File: config.mk
export PLATFORM = sky130hd
export DESIGN_NAME = tfpf_top
export DESIGN_NICKNAME = d
export VERILOG_FILES = /design/src/tfpf_pkg.sv /design/src/tfpf_top.sv
export SDC_FILE = /design/constraint.sdc
export NUM_CORES = 1
export LEC_CHECK = 0
export BUFFER_PORTS_ARGS = -buffer_cell sky130_fd_sc_hd__buf_2
export CAP_MARGIN = 20
export CORE_UTILIZATION = 40
export DETAILED_ROUTE_END_ITERATION = 8
export PLACE_DENSITY = 0.63
export SETUP_SLACK_MARGIN = 0.1
export SLEW_MARGIN = 0
export SYNTH_ARGS = -nofsm -noshare
export SYNTH_HDL_FRONTEND = slang
export SYNTH_SLANG_ARGS = --single-unit
export TNS_END_PERCENT = 1
File: constraint.sdc
create_clock -name pclk -period 2.1 [get_ports pclk]
set_input_delay 0.21 -clock pclk [delete_from_list [all_inputs] [get_ports pclk]]
set_output_delay 0.21 -clock pclk [all_outputs]
set_load 0.05 [all_outputs]
File: src/tfpf_pkg.sv
// constants for the timer fault, polarity and filter block
package tfpf_pkg;
  // ------------------------------------------------------------
  // register byte offsets
  // ------------------------------------------------------------
  localparam logic [7:0] ADDR_POLARITY  = 8'h00;
  localparam logic [7:0] ADDR_FAULT_ST  = 8'h04;
  localparam logic [7:0] ADDR_FILT_CH01 = 8'h08;
  localparam logic [7:0] ADDR_FILT_CH23 = 8'h0C;
  localparam logic [7:0] ADDR_FLT_FILT  = 8'h10;
  localparam logic [7:0] ADDR_RESERVED  = 8'h14;
  localparam logic [7:0] ADDR_CONTROL   = 8'h18;
  // ------------------------------------------------------------
  // field positions
  // ------------------------------------------------------------
  localparam int FAULT_FLAG_BIT = 7;
  localparam int PROT_EN_BIT    = 6;
  localparam int FAULT_LVL_BIT  = 5;
  localparam int CTRL_FLT_EN    = 0;
  localparam int CTRL_WP_DIS    = 1;
  // ------------------------------------------------------------
  // reset values and filter scaling
  // ------------------------------------------------------------
  localparam logic [7:0] POLARITY_RST = 8'h00;
  localparam logic [7:0] FILTER_RST   = 8'h00;
  localparam logic [3:0] FFILT_RST    = 4'h0;
  localparam logic [7:0] RESERVED_VAL = 8'h00;
  localparam int         FILT_SHIFT   = 2;
  localparam int         CNT_W        = 6;
endpackage

File: src/tfpf_top.sv
// register file, fault logic and input filters
//
// Design decisions made here: register access over APB and the register offsets.
`timescale 1ns/1ps
module tfpf_top #(
  parameter int NUM_CH  = 8,
  parameter int NUM_CAP = 6
) (
  // clock and reset
  input  wire logic               pclk,
  input  wire logic               presetn,
  // apb slave
  input  wire logic               psel,
  input  wire logic               penable,
  input  wire logic               pwrite,
  input  wire logic [7:0]         paddr,
  input  wire logic [31:0]        pwdata,
  output logic      [31:0]        prdata,
  output logic                    pready,
  output logic                    pslverr,
  // channel side
  input  wire logic [NUM_CH-1:0]  pwm_raw,
  output logic      [NUM_CH-1:0]  ch_out,
  input  wire logic [NUM_CAP-1:0] cap_in,
  output logic      [NUM_CAP-1:0] cap_filtered,
  input  wire logic               fault_in
);
  localparam int CNT_W_L = tfpf_pkg::CNT_W;

  // ------------------------------------------------------------
  // state
  // ------------------------------------------------------------
  typedef struct packed {
    logic [7:0]           polarity;
    logic [7:0]           filt01;
    logic [7:0]           filt23;
    logic [3:0]           ffilt;
    logic                 flt_en;
    logic                 wp_dis;
    logic                 fault_flag;
    logic                 clr_armed;
    logic                 wp_armed;
    logic                 fault_lvl;
    logic [1:0]           fault_sync;
    logic [1:0]           fault_sync2;
    logic [CNT_W_L-1:0]   fcnt;
    logic                 ffilt_out;
    logic [NUM_CAP-1:0]   cap_s1;
    logic [NUM_CAP-1:0]   cap_s2;
    logic [4*CNT_W_L-1:0] ccnt;
    logic [NUM_CAP-1:0]   cap_out;
    logic [NUM_CH-1:0]    pwm_s1;
    logic [NUM_CH-1:0]    pwm_s2;
    logic [NUM_CH-1:0]    chout;
    logic [31:0]          rdata;
    logic                 ready;
  } tfpf_state_type;

  tfpf_state_type st;
  tfpf_state_type next_st;

  logic [7:0] fms_view;
  logic       wr_acc;
  logic       rd_acc;
  logic       fault_event;

  // filter threshold from a 4-bit value
  function automatic logic [CNT_W_L-1:0] thr(input logic [3:0] v);
    thr = CNT_W_L'(v) << tfpf_pkg::FILT_SHIFT;
  endfunction

  always_comb begin
    fms_view = {st.fault_flag, ~st.wp_dis, st.fault_lvl, 5'h00};
  end

  assign wr_acc = psel & penable & pwrite & ~st.ready;
  assign rd_acc = psel & penable & ~pwrite & ~st.ready;
  assign fault_event = st.flt_en & st.ffilt_out;

  always_comb begin
    logic [3:0] fv;
    logic       cin;
    fv  = 4'h0;
    cin = 1'b0;
    next_st = st;
    next_st.ready = 1'b0;
    // ------------------------------------------------------------
    // synchronisers, single domain
    // ------------------------------------------------------------
    next_st.fault_sync  = {st.fault_sync[0], fault_in};
    next_st.fault_sync2 = {st.fault_sync2[0], st.fault_sync[1]};
    next_st.cap_s1 = cap_in;
    next_st.cap_s2 = st.cap_s1;
    next_st.pwm_s1 = pwm_raw;
    next_st.pwm_s2 = st.pwm_s1;
    // ------------------------------------------------------------
    // fault filter
    // ------------------------------------------------------------
    if (st.ffilt == 4'h0) begin
      next_st.ffilt_out = st.fault_sync2[0];
      next_st.fcnt = '0;
    end else if (st.fault_sync2[0] == st.ffilt_out) begin
      next_st.fcnt = '0;
    end else if (st.fcnt >= thr(st.ffilt)) begin
      next_st.ffilt_out = st.fault_sync2[0];
      next_st.fcnt = '0;
    end else begin
      next_st.fcnt = st.fcnt + 1'b1;
    end
    if (st.flt_en) begin
      next_st.fault_lvl = st.ffilt_out;
    end
    // ------------------------------------------------------------
    // capture filters, channels 0-3 only
    // ------------------------------------------------------------
    for (int i = 0; i < NUM_CAP; i++) begin
      cin = st.cap_s2[i];
      if (i >= 4) begin
        next_st.cap_out[i] = cin;
      end else begin
        fv = (i < 2) ? st.filt01[4*(i%2) +: 4] : st.filt23[4*(i%2) +: 4];
        if (fv == 4'h0) begin
          next_st.cap_out[i] = cin;
          next_st.ccnt[CNT_W_L*i +: CNT_W_L] = '0;
        end else if (cin == st.cap_out[i]) begin
          next_st.ccnt[CNT_W_L*i +: CNT_W_L] = '0;
        end else if (st.ccnt[CNT_W_L*i +: CNT_W_L] >= thr(fv)) begin
          next_st.cap_out[i] = cin;
          next_st.ccnt[CNT_W_L*i +: CNT_W_L] = '0;
        end else begin
          next_st.ccnt[CNT_W_L*i +: CNT_W_L] =
            st.ccnt[CNT_W_L*i +: CNT_W_L] + 1'b1;
        end
      end
    end
    // ------------------------------------------------------------
    // channel outputs
    // ------------------------------------------------------------
    if (st.flt_en && st.fault_flag) begin
      next_st.chout = st.polarity;
    end else begin
      next_st.chout = st.pwm_s2 ^ st.polarity;
    end
    // ------------------------------------------------------------
    // apb reads
    // ------------------------------------------------------------
    if (rd_acc) begin
      next_st.ready = 1'b1;
      case (paddr)
        tfpf_pkg::ADDR_POLARITY:  next_st.rdata = {24'h0, st.polarity};
        tfpf_pkg::ADDR_FAULT_ST: begin
          next_st.rdata = {24'h0, fms_view};
          if (st.fault_flag) begin
            next_st.clr_armed = 1'b1;
          end
          if (!st.wp_dis) begin
            next_st.wp_armed = 1'b1;
          end
        end
        tfpf_pkg::ADDR_FILT_CH01: next_st.rdata = {24'h0, st.filt01};
        tfpf_pkg::ADDR_FILT_CH23: next_st.rdata = {24'h0, st.filt23};
        tfpf_pkg::ADDR_FLT_FILT:  next_st.rdata = {28'h0, st.ffilt};
        tfpf_pkg::ADDR_RESERVED:
          next_st.rdata = {24'h0, tfpf_pkg::RESERVED_VAL};
        tfpf_pkg::ADDR_CONTROL:
          next_st.rdata = {30'h0, st.wp_dis, st.flt_en};
        default:                  next_st.rdata = 32'h0;
      endcase
    end
    // ------------------------------------------------------------
    // apb writes
    // ------------------------------------------------------------
    if (wr_acc) begin
      next_st.ready = 1'b1;
      case (paddr)
        tfpf_pkg::ADDR_POLARITY: begin
          if (st.wp_dis) begin
            next_st.polarity = pwdata[7:0];
          end
        end
        tfpf_pkg::ADDR_FAULT_ST: begin
          if (!pwdata[tfpf_pkg::FAULT_FLAG_BIT] && st.clr_armed) begin
            next_st.fault_flag = 1'b0;
            next_st.clr_armed  = 1'b0;
          end
          if (pwdata[tfpf_pkg::PROT_EN_BIT]) begin
            next_st.wp_dis = 1'b0;
          end
        end
        tfpf_pkg::ADDR_FILT_CH01: next_st.filt01 = pwdata[7:0];
        tfpf_pkg::ADDR_FILT_CH23: next_st.filt23 = pwdata[7:0];
        tfpf_pkg::ADDR_FLT_FILT:  next_st.ffilt = pwdata[3:0];
        tfpf_pkg::ADDR_CONTROL: begin
          next_st.flt_en = pwdata[tfpf_pkg::CTRL_FLT_EN];
          if (pwdata[tfpf_pkg::CTRL_WP_DIS] && st.wp_armed) begin
            next_st.wp_dis   = 1'b1;
            next_st.wp_armed = 1'b0;
          end
        end
        default: ;
      endcase
    end
    // fault set wins over clear and restarts the sequence
    if (fault_event) begin
      next_st.fault_flag = 1'b1;
      next_st.clr_armed  = 1'b0;
    end
    if (!st.flt_en) begin
      next_st.fault_lvl = 1'b0;
    end
  end

  always_ff @(posedge pclk or negedge presetn) begin
    if (!presetn) begin
      st <= '0;
      st.polarity <= tfpf_pkg::POLARITY_RST;
      st.filt01   <= tfpf_pkg::FILTER_RST;
      st.filt23   <= tfpf_pkg::FILTER_RST;
      st.ffilt    <= tfpf_pkg::FFILT_RST;
    end else begin
      st <= next_st;
    end
  end

  assign prdata       = st.rdata;
  assign pready       = st.ready;
  assign pslverr      = 1'b0;
  assign ch_out       = st.chout;
  assign cap_filtered = st.cap_out;
endmodule

## Word level (Yosys, flattened, before mapping)

Index checks and enable logic that the tools add are counted.

| word-level totals | value |
|---|---|
| register bits | 119 |
| word-level logic and storage cells | 142 |
| bits of input ports | 60 |

| operators by class | value |
|---|---|
| multiplexer cells | 47 |
| add/subtract/negate cells | 5 |
| $lt $le $gt $ge | 5 |
| reductions and logical operators | 31 |
| equality and inequality tests | 17 |
| bitwise logic cells | 10 |

Operators by type and width:

| cell | number |
|---|---|
| two-way mux 6 bit | 14 |
| case mux 8 bit (6 select lines) | 1 |
| adder 6 x 1 -> 6 bit, second input constant | 5 |
| >= comparator 6 bit | 5 |
| two-way mux 1 bit | 23 |
| logical NOT 4 bit | 5 |
| AND reduction 2 bit | 9 |
| nonzero test 2 bit | 9 |
| == test 8 x 4 -> 1 bit, second input constant | 2 |
| == test 8 x 5 -> 1 bit, second input constant | 2 |
| inequality test 2 bit, second input constant | 7 |
| two-way mux 2 bit | 5 |
| == test 8 x 3 -> 1 bit, second input constant | 1 |
| logical NOT 8 bit | 1 |
| two-way mux 8 bit | 1 |
| bitwise XOR 8 bit | 1 |
| two-way mux 7 bit | 1 |
| bitwise AND 1 bit | 6 |
| AND reduction 3 bit | 2 |
| == test 1 bit | 5 |
| AND reduction 4 bit | 1 |
| logical AND 1 bit | 3 |
| two-way mux 3 bit | 1 |
| inverter 1 bit | 3 |
| 2 further kinds | 2 |

## Depth between registers and ports, before layout

Gate-level depths: netlist of the first run.

| logic depth | value |
|---|---|
| depth in word-level cells | 8 |
| mapped depth | 6 |
| gate-level depth less buffers | 6 |

## Least setup slack after synthesis of the first run

No wires, ideal clock.

| timing | value |
|---|---|
| path type | register -> register |
| start point | register st, in the netlist pready |
| end point | register st[116] (netlist name) |
| cell stages (with the launch flop) | 6 |
| arrival time | 1987 ps |
| required time | 1975 ps |
| path slack | -12 ps |
| path buffers | 1 |
| clock period less this slack | 2112 ps |
| cell sequence | dfrtp_1 > nand4b_1 > or3_1 > buf_6 > nor4b_4 > mux2_2 |

| between the ends | value |
|---|---|
| word-level cells in the longest chain between the ends | 3 |

RTL lines:

| element | RTL line | text |
|---|---|---|
| start: declaration | tfpf_top.sv:59 | `tfpf_state_type st;` |
| start signal: assignment | tfpf_top.sv:221 | `st <= next_st;` |
| inverter 1 bit | tfpf_top.sv:76 | `assign wr_acc = psel & penable & pwrite & ~st.ready;` |
| bitwise AND 1 bit | tfpf_top.sv:76 |  |
| AND reduction 2 bit (no source line) | -- |  |

Every way passes these cells.
A chain may end at the register's enable or synchronous reset.

## Worst setup path after layout of the first run

| timing | value |
|---|---|
| start point | register st, in the netlist pready |
| end point | register st[119] (netlist name) |

Same word-level chain as after synthesis.

==> results of run 1 <==
final cells by class:
class | instances | area [um^2]
clock buffers | 27 | 503
clock inverters | 3 | 90.1
fillers | 1209 | 6800
inverters | 40 | 150
multi-input cells | 292 | 2140
flip-flops and latches | 119 | 2980
well taps | 176 | 220
repair buffers | 81 | 518
sequential cells by signal (all words and copies together), names as in the netlist:
| register | flops |
|---|---|
| cap_filtered | 6 |
| ch_out | 8 |
| fms_view | 2 |
| next_st | 19 |
| prdata | 8 |
| pready | 1 |
| st | 75 |
placed cells by master (no fill, tap or decap), types with 2 or more instances in the layout:
cell / n
conb_1: 25
o21ai_0: 16
a21oi_1: 7
mux2i_1: 5
a31oi_1: 2
xnor2_1: 23
clkbuf_1: 6
clkbuf_16: 17
or3_1: 3
nand2_1: 33
mux2_2: 26
buf_4: 7
o41ai_1: 4
a21boi_0: 5
bufinv_16: 3
nor2_1: 39
nor2b_1: 4
buf_2: 57
xor2_1: 10
a2bb2oi_1: 4
dlygate4sd3_1: 16
mux4_2: 5
ha_1: 30
a211oi_1: 4
nand3_1: 17
a2111o_1: 5
dfrtp_1: 118
clkbuf_8: 4
or2_2: 2
inv_1: 40
nor4_1: 7
critical path, delay by kind of cell, from the launching register on:
kind             cells  cell delay, ns
AND/OR/NAND/NOR      3            1.01
flip-flops           1            0.41
multiplexers         1            0.38
synth_stat cells (2+ instances only):
cell,count,area share
dfrtp_1,119,0.53
buf_4,48,0.065
inv_1,40,0.027
nor2_1,39,0.026
nand2_1,33,0.022
ha_1,30,0.067
mux2_2,26,0.053
xnor2_1,23,0.036
nand3_1,17,0.015
o21ai_0,16,0.014
xor2_1,10,0.016
a21oi_1,7,0.0063
nor4_1,7,0.0079
a2111o_1,5,0.010
a211oi_1,5,0.0067
a21boi_0,5,0.0067
mux2i_1,5,0.0090
mux4_2,5,0.020
a2bb2oi_1,4,0.0063
clkbuf_1,4,0.0027
nor2b_1,4,0.0045
o41ai_1,4,0.0063
or3_1,3,0.0034
a31oi_1,2,0.0022
buf_2,2,0.0018
or2_2,2,0.0022
repair_timing:
| item | CTS | global route |
|---|---|---|
| endpoints found under the hold margin | 35 | 0 |
| gates resized for setup | 0 | 1 |
| setup endpoints to repair | 0 | 1 |
| setup buffers | 0 | 0 |
| hold buffers | 16 | 0 |
report_power, final:
part	switching [mW]	internal [mW]
logic	0.354	0.162
registers	0.0605	2.39
clock network	0.929	1.98
layer usage:
metal / share of wire / up-vias / global-route usage
li1: - / 1694 / -
met2: 0.51 / 80 / 0.263
met1: 0.44 / 1755 / 0.211
met3: 0.043 / 9 / 0.0551
met4: 0.0097 / 0 / 0.0586
met5: 0 / - / 0
through the flow:
stage          cells  setup WS [ns]  hold WS (ns)  power [mW]  area, um^2
6_report         738          0.179        0.0359        5.87        6610
5_1_grt          738          0.113        0.0235        6.11        6610
4_1_cts          738          0.173        0.0150        5.95        6600
3_5_place_dp     692         0.0479         0.120        2.99        5850
3_3_place_gp     692         0.0681         0.120        2.97        5850
2_1_floorplan    506         0.0866       -0.0856        2.87        5670
worst paths after layout:
kind | startpoint | end | slack (ns) | depth (start not counted)
max in group asynchronous | presetn | cap_filtered[1] | 1.06 | 3
worst max register to register | pready | st[119] | 0.18 | 4
worst min register to register | next_st[48] | st[48] | 0.34 | 0
min in group asynchronous | presetn | st[87] | 0.24 | 2
worst min-delay path | penable | pready | 0.04 | 3
worst max-delay path | pready | st[119] | 0.18 | 4
logic make-up (layout without fill, tap and decap cells):
| family | Yosys count | in the layout | share of synthesized area |
|---|---|---|---|
| other | 1 | 25 | 0.000673 |
| adder cells (fa/ha/maj) | 30 | 30 | 0.0673 |
| buffers and inverters | 95 | 151 | 0.0981 |
| flip-flops | 119 | 119 | 0.534 |
| XOR/XNOR | 33 | 33 | 0.0519 |
| AND/OR/NAND/NOR | 116 | 116 | 0.101 |
| AO/OA/AOI/OAI | 52 | 52 | 0.0651 |
| multiplexers | 36 | 36 | 0.0817 |
==> metrics.txt, run 1 <==
# TYPE chip_impl_metric gauge
chip_impl_metric{name="ys_warn_count",unit=""} 0
chip_impl_info{name="critical_path_class",value="reg2reg"} 1
chip_impl_metric{name="floorplan.die.height",unit="um"} 120
chip_impl_metric{name="utilization",unit=""} 0.493
chip_impl_info{name="timing.hold.worst.class",value="in2reg"} 1
chip_impl_metric{name="ratio_of_cells_with_drive_above_1_in_the_final_layout",unit=""} 0.231
chip_impl_metric{name="io_buffer_count",unit=""} 58
chip_impl_metric{name="layout_worst_path_cycle_share",unit=""} 0.915
chip_impl_metric{name="post_synth.cell_area_avg",unit="um^2"} 11.6
chip_impl_metric{name="synthArstFlopShare",unit=""} 1.00
chip_impl_metric{name="vdd_drop_max",unit="mV"} 0.492
chip_impl_info{name="tritoncts",value="yes"} 1
chip_impl_metric{name="fmax",unit="GHz"} 0.520
chip_impl_metric{name="synth.ff_latch_count",unit=""} 119
chip_impl_metric{name="synth_sequential_area_ratio",unit=""} 0.534
chip_impl_metric{name="design.final.nets",unit=""} 641
chip_impl_metric{name="die_width",unit="um"} 120
chip_impl_metric{name="diodes",unit=""} 0
chip_impl_metric{name="clock_tree.htree_level_count",unit=""} 4
chip_impl_metric{name="crit_arrival",unit="ns"} 2.21
chip_impl_info{name="crit_path_start_kind",value="flip-flop"} 1
chip_impl_metric{name="critical_path.max_fanout",unit=""} 4
chip_impl_metric{name="postSynthCellCount",unit=""} 482
chip_impl_metric{name="clockBufferDepth",unit=""} 2
chip_impl_info{name="crit_path_top_delay_cell",value="dfrtp_2"} 1
chip_impl_metric{name="route.vias.total",unit=""} 3538
chip_impl_metric{name="routedWlPerCell",unit="um"} 14.5
chip_impl_metric{name="path_clk_slew",unit="ns"} 0.05
chip_impl_metric{name="grt_max_degree",unit=""} 61
chip_impl_metric{name="tritoncts_num_sinks",unit=""} 119
chip_impl_info{name="synth_flop_cell",value="dfrtp_1"} 1
chip_impl_info{name="cts.root.buffer_cell",value="clkbuf_16"} 1
chip_impl_metric{name="fp.dieArea",unit="um^2"} 14400
chip_impl_metric{name="slew_violations",unit=""} 0
chip_impl_metric{name="via_count_of_the_first_global_routing_pass",unit=""} 3549
chip_impl_metric{name="placeableCoreArea",unit="um^2"} 13400
chip_impl_metric{name="dp_hpwl",unit="um"} 7670
chip_impl_info{name="status",value="finished clean"} 1
chip_impl_metric{name="ys_types",unit=""} 43
chip_impl_metric{name="final.min_clock_period",unit="ns"} 1.92
chip_impl_metric{name="drt_wl_total",unit="um"} 10700
chip_impl_metric{name="max_stage_delay",unit="ns"} 0.41
chip_impl_metric{name="ant_nets",unit=""} 0
chip_impl_info{name="crit_path_cell_trace",value="nand4b_1, or3_1, nor4b_4, mux2_2"} 1
chip_impl_info{name="endpoint_kind",value="flip-flop"} 1
chip_impl_metric{name="power_density_of_the_placed_cells",unit="nW/um^2"} 889
chip_impl_metric{name="io_pins",unit=""} 108
chip_impl_metric{name="synth-edff-count",unit=""} 0
chip_impl_metric{name="grt_pass1_wl",unit="um"} 18000
chip_impl_metric{name="power.leakage",unit="nW"} 3.15
chip_impl_metric{name="starting_density_of_the_core",unit=""} 0.416
chip_impl_metric{name="viasPerCell",unit=""} 4.79
chip_impl_metric{name="synthToLayoutAreaGrowth",unit="%"} 18.5
chip_impl_metric{name="cts_made_buffers",unit=""} 17
chip_impl_metric{name="globalRouteOverflowTotal",unit=""} 0
chip_impl_metric{name="antenna_found_initial",unit=""} 0
chip_impl_metric{name="slew_headroom",unit=""} 0.671
chip_impl_metric{name="hold_viol",unit=""} 0
chip_impl_metric{name="synth_area",unit="um^2"} 5570
chip_impl_metric{name="maxCapViolCount",unit=""} 0
chip_impl_metric{name="required",unit="ns"} 2.39
chip_impl_metric{name="initialDrtViolationCount",unit=""} 174
chip_impl_metric{name="drt_pass1_iterations",unit=""} 4
chip_impl_metric{name="grt_usage",unit=""} 0.166
chip_impl_metric{name="tightestPinTransition",unit="ns"} 0.489
chip_impl_metric{name="clock-skew-final",unit="ns"} 0.00762
chip_impl_metric{name="timing.final.setup_violations",unit=""} 0
chip_impl_metric{name="rows",unit=""} 42
chip_impl_info{name="rsz0062_at_grt",value="no"} 1
chip_impl_metric{name="finalSetupTns",unit="ns"} 0
chip_impl_metric{name="routabilityCongestion",unit=""} 0.811
chip_impl_metric{name="clock_insertion_delay_worst_skew",unit="ns"} 0.41
chip_impl_metric{name="drcViolationCount",unit=""} 0
No activity file was read; power rests on OpenSTA's default activity.
==> run 2: changes to the inputs <==
ABC_AREA = 1   (was not set)
CORE_MARGIN = 2   (was not set)
==> metrics.txt, run 2 <==
# TYPE chip_impl_metric gauge
chip_impl_metric{name="antenna_found_initial",unit=""} 0
chip_impl_metric{name="required",unit="ns"} 2.41
chip_impl_metric{name="layoutNonFillerInstCount",unit=""} 846
chip_impl_metric{name="largest_register_ffs",unit=""} 75
chip_impl_metric{name="synth_area",unit="um^2"} 5760
chip_impl_metric{name="total_power",unit="mW"} 5.95
chip_impl_metric{name="utilization",unit=""} 0.488
chip_impl_metric{name="diodes",unit=""} 0
chip_impl_metric{name="power.leakage",unit="nW"} 3.42
chip_impl_metric{name="vdd_drop_max",unit="mV"} 0.440
chip_impl_metric{name="drt_wl_total",unit="um"} 11100
chip_impl_info{name="synth_most_common_cell",value="dfrtp_1"} 1
chip_impl_metric{name="power_density_of_the_placed_cells",unit="nW/um^2"} 871
chip_impl_info{name="timing.hold.worst.class",value="in2reg"} 1
chip_impl_info{name="critical_path_class",value="reg2reg"} 1
chip_impl_metric{name="synth_xor_area_frac",unit=""} 0.0502
chip_impl_metric{name="post_synth_mux_area_share",unit=""} 0
chip_impl_metric{name="timing.final.setup_violations",unit=""} 0
chip_impl_metric{name="synth_largest_type_area_fraction",unit=""} 0.517
chip_impl_metric{name="ratio_of_cells_with_drive_above_1_in_the_final_layout",unit=""} 0.189
chip_impl_info{name="endpoint_kind",value="flip-flop"} 1
chip_impl_info{name="crit_path_cell_trace",value="ha_1, inv_1, nor2_1, o21ai_0, nand4_1, nor3_1"} 1
chip_impl_info{name="hp-start",value="penable"} 1
chip_impl_metric{name="via_count_of_the_first_global_routing_pass",unit=""} 3959
chip_impl_metric{name="synthArstFlopShare",unit=""} 1.00
chip_impl_metric{name="use_met2",unit=""} 0.252
chip_impl_metric{name="globalRouteOverflowTotal",unit=""} 0
chip_impl_metric{name="timing.reg2reg.worst_path_depth",unit=""} 6
chip_impl_metric{name="crit_arrival",unit="ns"} 2.07
chip_impl_metric{name="post_dp_cell_area",unit="um^2"} 6020
chip_impl_metric{name="maxCapViolCount",unit=""} 0
chip_impl_metric{name="synth-edff-count",unit=""} 0
chip_impl_metric{name="post-cts-setup-buffers",unit=""} 0
chip_impl_metric{name="finalSetupTns",unit="ns"} 0
chip_impl_metric{name="ant_nets",unit=""} 0
chip_impl_info{name="crit_path_top_delay_cell",value="dfrtp_1"} 1
chip_impl_metric{name="postSynthCellCount",unit=""} 585
chip_impl_metric{name="final.min_clock_period",unit="ns"} 1.75
chip_impl_metric{name="path_buf_inv",unit=""} 1
chip_impl_metric{name="worstSetupPathDepth",unit=""} 6
chip_impl_metric{name="grt_pass1_wl",unit="um"} 18700
chip_impl_metric{name="ys_warn_count",unit=""} 0
chip_impl_info{name="worstHoldEndpoint",value="pready"} 1
chip_impl_metric{name="tritoncts_num_sinks",unit=""} 119
chip_impl_metric{name="starting_density_of_the_core",unit=""} 0.412
chip_impl_metric{name="viasPerCell",unit=""} 4.65
chip_impl_metric{name="slew_violations",unit=""} 0
chip_impl_metric{name="routedWlPerCell",unit="um"} 13.1
chip_impl_metric{name="routabilityCongestion",unit=""} 0.870
chip_impl_metric{name="drt_pass1_iterations",unit=""} 4
chip_impl_metric{name="hold_viol",unit=""} 0
chip_impl_info{name="crit_path_start_kind",value="flip-flop"} 1
chip_impl_metric{name="use_met1",unit=""} 0.206
chip_impl_metric{name="tightestPinTransition",unit="ns"} 0.548
chip_impl_info{name="layout_common_cells",value="119 x dfrtp_1, 113 x nand2_1, 65 x inv_1"} 1
chip_impl_metric{name="synth_fa_ha_area_frac",unit=""} 0.0652
chip_impl_metric{name="critical_path.max_fanout",unit=""} 8
chip_impl_info{name="tritoncts",value="yes"} 1
chip_impl_metric{name="fp.dieArea",unit="um^2"} 15400
chip_impl_metric{name="register_to_register_path_setup_slack",unit="ns"} 0.35
chip_impl_metric{name="die_width",unit="um"} 124
chip_impl_info{name="synth_flop_cell",value="dfrtp_1"} 1
chip_impl_info{name="mostFrequentLayoutCell",value="dfrtp_1"} 1
chip_impl_metric{name="post_synth.cell_area_avg",unit="um^2"} 9.84
chip_impl_metric{name="initialDrtViolationCount",unit=""} 184
chip_impl_metric{name="fraction_of_the_mapped_netlist_area_in_simple_logic_gates",unit=""} 0.195
chip_impl_metric{name="placeableCoreArea",unit="um^2"} 14000
chip_impl_metric{name="dp_hpwl",unit="um"} 7940
chip_impl_info{name="cts.root.buffer_cell",value="clkbuf_16"} 1
chip_impl_metric{name="layout_worst_path_cycle_share",unit=""} 0.835
chip_impl_metric{name="fmax",unit="GHz"} 0.570
chip_impl_metric{name="stdcell_area",unit="um^2"} 6830
chip_impl_metric{name="design.final.nets",unit=""} 743
chip_impl_metric{name="clock_tree.htree_level_count",unit=""} 4
chip_impl_metric{name="synth.ff_latch_count",unit=""} 119
chip_impl_metric{name="cts_made_buffers",unit=""} 17
chip_impl_info{name="critical_path.top_delay_family",value="simple AND/OR/NAND/NOR gates"} 1
chip_impl_metric{name="io_pins",unit=""} 108
chip_impl_metric{name="fillers",unit=""} 1305
chip_impl_metric{name="grt_max_degree",unit=""} 48
chip_impl_metric{name="route.vias.total",unit=""} 3937
chip_impl_info{name="max_flop_register",value="st"} 1
chip_impl_info{name="r2r-end",value="st[67]"} 1
chip_impl_info{name="post_synth_most_frequent_cells",value="119 x dfrtp_1, 113 x nand2_1, 65 x inv_1, 48 x buf_4, 37 x nand3_1"} 1
chip_impl_metric{name="rows",unit=""} 43
chip_impl_metric{name="met3_usage",unit=""} 0.0458
chip_impl_info{name="status",value="finished clean"} 1
chip_impl_metric{name="hold_path_depth",unit=""} 3
chip_impl_metric{name="path_clk_slew",unit="ns"} 0.05
chip_impl_info{name="regToRegStartpoint",value="st[66]"} 1
chip_impl_metric{name="io_buffer_count",unit=""} 58
chip_impl_metric{name="synth_compound_gate_area_share",unit=""} 0.0580
chip_impl_metric{name="ys_types",unit=""} 31
chip_impl_info{name="yosysTopAreaCell",value="dfrtp_1"} 1
chip_impl_info{name="rsz0062_at_grt",value="no"} 1
chip_impl_info{name="synth_top_family_by_area",value="simple AND/OR/NAND/NOR gates"} 1
chip_impl_metric{name="place_inst",unit=""} 798
chip_impl_metric{name="clockBufferDepth",unit=""} 2
chip_impl_metric{name="slew_headroom",unit=""} 0.632
chip_impl_metric{name="drcViolationCount",unit=""} 0
chip_impl_metric{name="synth_sequential_area_ratio",unit=""} 0.517
chip_impl_info{name="grt-busiest-layer",value="met2"} 1
chip_impl_metric{name="synthToLayoutAreaGrowth",unit="%"} 18.6
chip_impl_metric{name="floorplan.die.height",unit="um"} 124
chip_impl_metric{name="clock_insertion_delay_worst_skew",unit="ns"} 0.41
chip_impl_metric{name="max_stage_delay",unit="ns"} 0.43
chip_impl_metric{name="grt_usage",unit=""} 0.160
chip_impl_metric{name="clock-skew-final",unit="ns"} 0.00677
chip_impl_info{name="post_synth_main_area_contributors",value="dfrtp_1 52%, nand2_1 7.4%, ha_1 6.5%, buf_4 6.3%, inv_1 4.2%"} 1
[run 2: cell count changes after synthesis, sizes merged, moves of 23 or more]
cell / before / now
nand3: 17 / 41
mux2: 26 / 0
nand2: 33 / 117
nor3: 2 / 25
inv: 40 / 67
o21ai: 16 / 44
[run 2: final cells by class]
type,instances,area (um^2),area share
sequential,119,2980,0.436
multi-input combinational,370,2220,0.324
timing repair buffer,77,500,0.0733
clock buffer,19,453,0.0663
inverter,68,256,0.0376
tap,180,225,0.0330
clock inverter,13,201,0.0295
[run 2: worst max-delay path by stage]
stage,from,endpoint,slack [ns]
floorplan,pready,st[142],0.63
global placement,st[121],st[80],0.51
detailed placement,st[66],st[67],0.42
CTS,st[66],st[67],0.30
global route,st[66],st[67],0.12
finish,st[66],st[67],0.35
[run 2: cells by family after synthesis]
logic type	count (synthesis)
buffers and inverters	120
flip-flops	119
AND/OR/NAND/NOR	227
AO/OA/AOI/OAI	55
XOR/XNOR	33
adder cells (fa/ha/maj)	30
other	1
[run 2: tightest hold or removal path, stage by stage]
cell	delay [ns]
buf_2	0.10
nand2_1	0.07
nor2_2	0.06
[run 2: timing repair]
item | CTS | global route
resized for setup | 0 | 0
hold endpoints to repair | 52 | 0
hold buffers | 16 | 0
[run 2: per-stage QoR]
stage | setup slack (ns) | hold WS, ns
global placement | 0.508 | 0.217
finish | 0.346 | 0.0651
floorplan | 0.634 | -0.0856
CTS | 0.299 | 0.0579
detailed placement | 0.419 | 0.232
global route | 0.123 | 0.0659
[run 2: power breakdown]
part / switching [mW] / leakage (nW) / internal [mW]
Clock: 1.01 / 0.315 / 2.16
Combinational: 0.309 / 1.55 / 0.0999
Sequential: 0.0236 / 1.55 / 2.35
[run 2: routing by layer]
metal,part of all wire,wire (um)
met3,0.049,544
met4,0.021,234
met1,0.47,5190
met5,0,0
met2,0.46,5100
==> run 3: changes to the inputs <==
ABC_AREA = 0   (was 1)
clock period = 1.74 ns   (was 2.1 ns; I/O delays follow)
==> metrics.txt, run 3 (same netlist as run 1, synthesis figures left out) <==
# TYPE chip_impl_metric gauge
chip_impl_metric{name="clockBufferDepth",unit=""} 2
chip_impl_metric{name="detailedPlace.worstSlack",unit="ns"} -0.252
chip_impl_info{name="violations",value="setup timing"} 1
chip_impl_info{name="cts.root.buffer_cell",value="clkbuf_16"} 1
chip_impl_metric{name="globalRouteOverflowTotal",unit=""} 0
chip_impl_metric{name="crit_arrival",unit="ns"} 2.15
chip_impl_metric{name="die_width",unit="um"} 122
chip_impl_metric{name="fp.dieArea",unit="um^2"} 14900
chip_impl_metric{name="starting_density_of_the_core",unit=""} 0.406
chip_impl_metric{name="tightestPinTransition",unit="ns"} 0.605
chip_impl_metric{name="grt_pass1_wl",unit="um"} 18500
chip_impl_metric{name="critical_path.max_fanout",unit=""} 4
chip_impl_metric{name="largest_register_ffs",unit=""} 75
chip_impl_metric{name="drt_pass1_iterations",unit=""} 6
chip_impl_metric{name="layout_worst_path_cycle_share",unit=""} 1.07
chip_impl_metric{name="grt_usage",unit=""} 0.165
chip_impl_metric{name="dp_hpwl",unit="um"} 8150
chip_impl_info{name="endpoint_kind",value="flip-flop"} 1
chip_impl_metric{name="route.vias.total",unit=""} 3779
chip_impl_info{name="crit_path_start_kind",value="flip-flop"} 1
chip_impl_metric{name="maxCapViolCount",unit=""} 0
chip_impl_metric{name="synthToLayoutAreaGrowth",unit="%"} 27.7
chip_impl_info{name="max_flop_register",value="st"} 1
chip_impl_info{name="status",value="complete, but fails checks"} 1
chip_impl_metric{name="postLayoutSetupSlackWorst",unit="ns"} -0.121
chip_impl_info{name="mostFrequentLayoutCell",value="dfrtp_1"} 1
chip_impl_info{name="critical_path_class",value="reg2reg"} 1
chip_impl_metric{name="vdd_drop_max",unit="mV"} 0.710
chip_impl_metric{name="max_stage_delay",unit="ns"} 0.39
chip_impl_metric{name="cts_made_buffers",unit=""} 17
chip_impl_metric{name="ant_nets",unit=""} 0
chip_impl_metric{name="design.final.nets",unit=""} 681
chip_impl_metric{name="placeableCoreArea",unit="um^2"} 13700
chip_impl_metric{name="io_pins",unit=""} 108
chip_impl_metric{name="clock-skew-final",unit="ns"} 0.00621
chip_impl_metric{name="grt_max_degree",unit=""} 40
chip_impl_metric{name="fmax",unit="GHz"} 0.537
chip_impl_metric{name="via_count_of_the_first_global_routing_pass",unit=""} 3872
chip_impl_metric{name="ratio_of_cells_with_drive_above_1_in_the_final_layout",unit=""} 0.343
chip_impl_metric{name="timing.final.setup_violations",unit=""} 14
chip_impl_metric{name="fillers",unit=""} 1177
chip_impl_metric{name="final.min_clock_period",unit="ns"} 1.86
chip_impl_info{name="rsz0062_at_grt",value="yes"} 1
chip_impl_metric{name="drt_wl_total",unit="um"} 11500
chip_impl_info{name="layout_common_cells",value="117 x dfrtp_1, 57 x buf_2, 43 x buf_4"} 1
chip_impl_metric{name="power.leakage",unit="nW"} 3.41
chip_impl_metric{name="clock_insertion_delay_worst_skew",unit="ns"} 0.42
chip_impl_metric{name="diodes",unit=""} 0
chip_impl_metric{name="routedWlPerCell",unit="um"} 14.6
chip_impl_metric{name="ff_latch_area",unit="um^2"} 2980
chip_impl_metric{name="slew_violations",unit=""} 0
chip_impl_metric{name="path_clk_slew",unit="ns"} 0.06
chip_impl_metric{name="initialDrtViolationCount",unit=""} 127
chip_impl_metric{name="clock_tree.htree_level_count",unit=""} 4
chip_impl_metric{name="viasPerCell",unit=""} 4.83
chip_impl_metric{name="power_density_of_the_placed_cells",unit="nW/um^2"} 987
chip_impl_metric{name="required",unit="ns"} 2.03
chip_impl_info{name="tritoncts",value="yes"} 1
chip_impl_info{name="crit_path_cell_trace",value="nand4b_1, or3_4, nor4b_4, buf_4, mux2_4"} 1
chip_impl_metric{name="drcViolationCount",unit=""} 0
chip_impl_metric{name="floorplan.die.height",unit="um"} 122
chip_impl_metric{name="slew_headroom",unit=""} 0.593
chip_impl_metric{name="multi_input_comb_area",unit="um^2"} 2350
chip_impl_metric{name="io_buffer_count",unit=""} 58
chip_impl_metric{name="rows",unit=""} 43
chip_impl_metric{name="total_power",unit="mW"} 7.03
chip_impl_info{name="timing.hold.worst.class",value="in2reg"} 1
chip_impl_metric{name="routabilityCongestion",unit=""} 0.829
chip_impl_info{name="crit_path_top_delay_cell",value="dfrtp_2"} 1
chip_impl_metric{name="hold_viol",unit=""} 0
chip_impl_metric{name="antenna_found_initial",unit=""} 0
chip_impl_metric{name="tritoncts_num_sinks",unit=""} 119
==> run 3: power breakdown <==
group / total, mW / leakage [nW] / internal (mW) / switching [mW]
sequential: 2.95 / 1.50 / 2.88 / 0.0648
clock: 3.38 / 0.273 / 2.14 / 1.25
combinational: 0.698 / 1.64 / 0.239 / 0.459
total: 7.03 / 3.41 / 5.26 / 1.77
==> run 3: stage by stage <==
step                      hold slack [ns]  setup TNS [ns]   util  cells  instance area, um^2
after floorplan                    -0.122           -2.01      -    506                 5670
after global placement              0.115           -3.35  0.448    733                 6140
after detailed placement            0.123           -4.46  0.448    733                 6140
after CTS                          0.0330          -0.405  0.509    783                 6980
after global routing               0.0352           -1.58  0.519    783                 7120
final                              0.0480          -0.647  0.519    783                 7120
==> run 3: path summary, 6_finish.rpt <==
check | start | end | slack [ns] | cells after the start
max | pready | st[118] | -0.12 | 5
min | pwdata[4] | st[124] | 0.05 | 2
max reg2reg | pready | st[118] | -0.12 | 5
min reg2reg | next_st[48] | st[48] | 0.34 | 0
max in group asynchronous | presetn | next_st[48] | 0.86 | 3
min in group asynchronous | presetn | next_st[91] | 0.23 | 2
==> run 3: worst max-delay path, delay by kind of cell, from the launching register on <==
family | cells | cell delay [ns]
muxes | 1 | 0.30
and+or+nand+nor | 3 | 0.85
DFF | 1 | 0.39
buffers and inverters | 1 | 0.19
==> run 3: cell type report <==
type	instances	share of cell area
flip-flops and latches	119	0.419
multi-input cells	292	0.330
repair buffers	121	0.118
clock buffers	20	0.0628
well taps	180	0.0316
inverters	40	0.0211
clock inverters	11	0.0174
==> run 3: per-layer routing <==
layer  track usage  vias up  part of all wire
li1              -     1774                 -
met4        0.0733        0             0.021
met5             0        -                 0
met3        0.0496       21             0.041
met2         0.269       84              0.50
met1         0.201     1900              0.44
==> run 3: what timing repair did <==
action	4_1_cts	5_1_grt
resized for setup	28	29
hold buffers	18	0
endpoints found under the setup margin	62	63
gates cloned	0	0
setup buffers	1	0
endpoints found under the hold margin	40	0
pin swaps	29	36
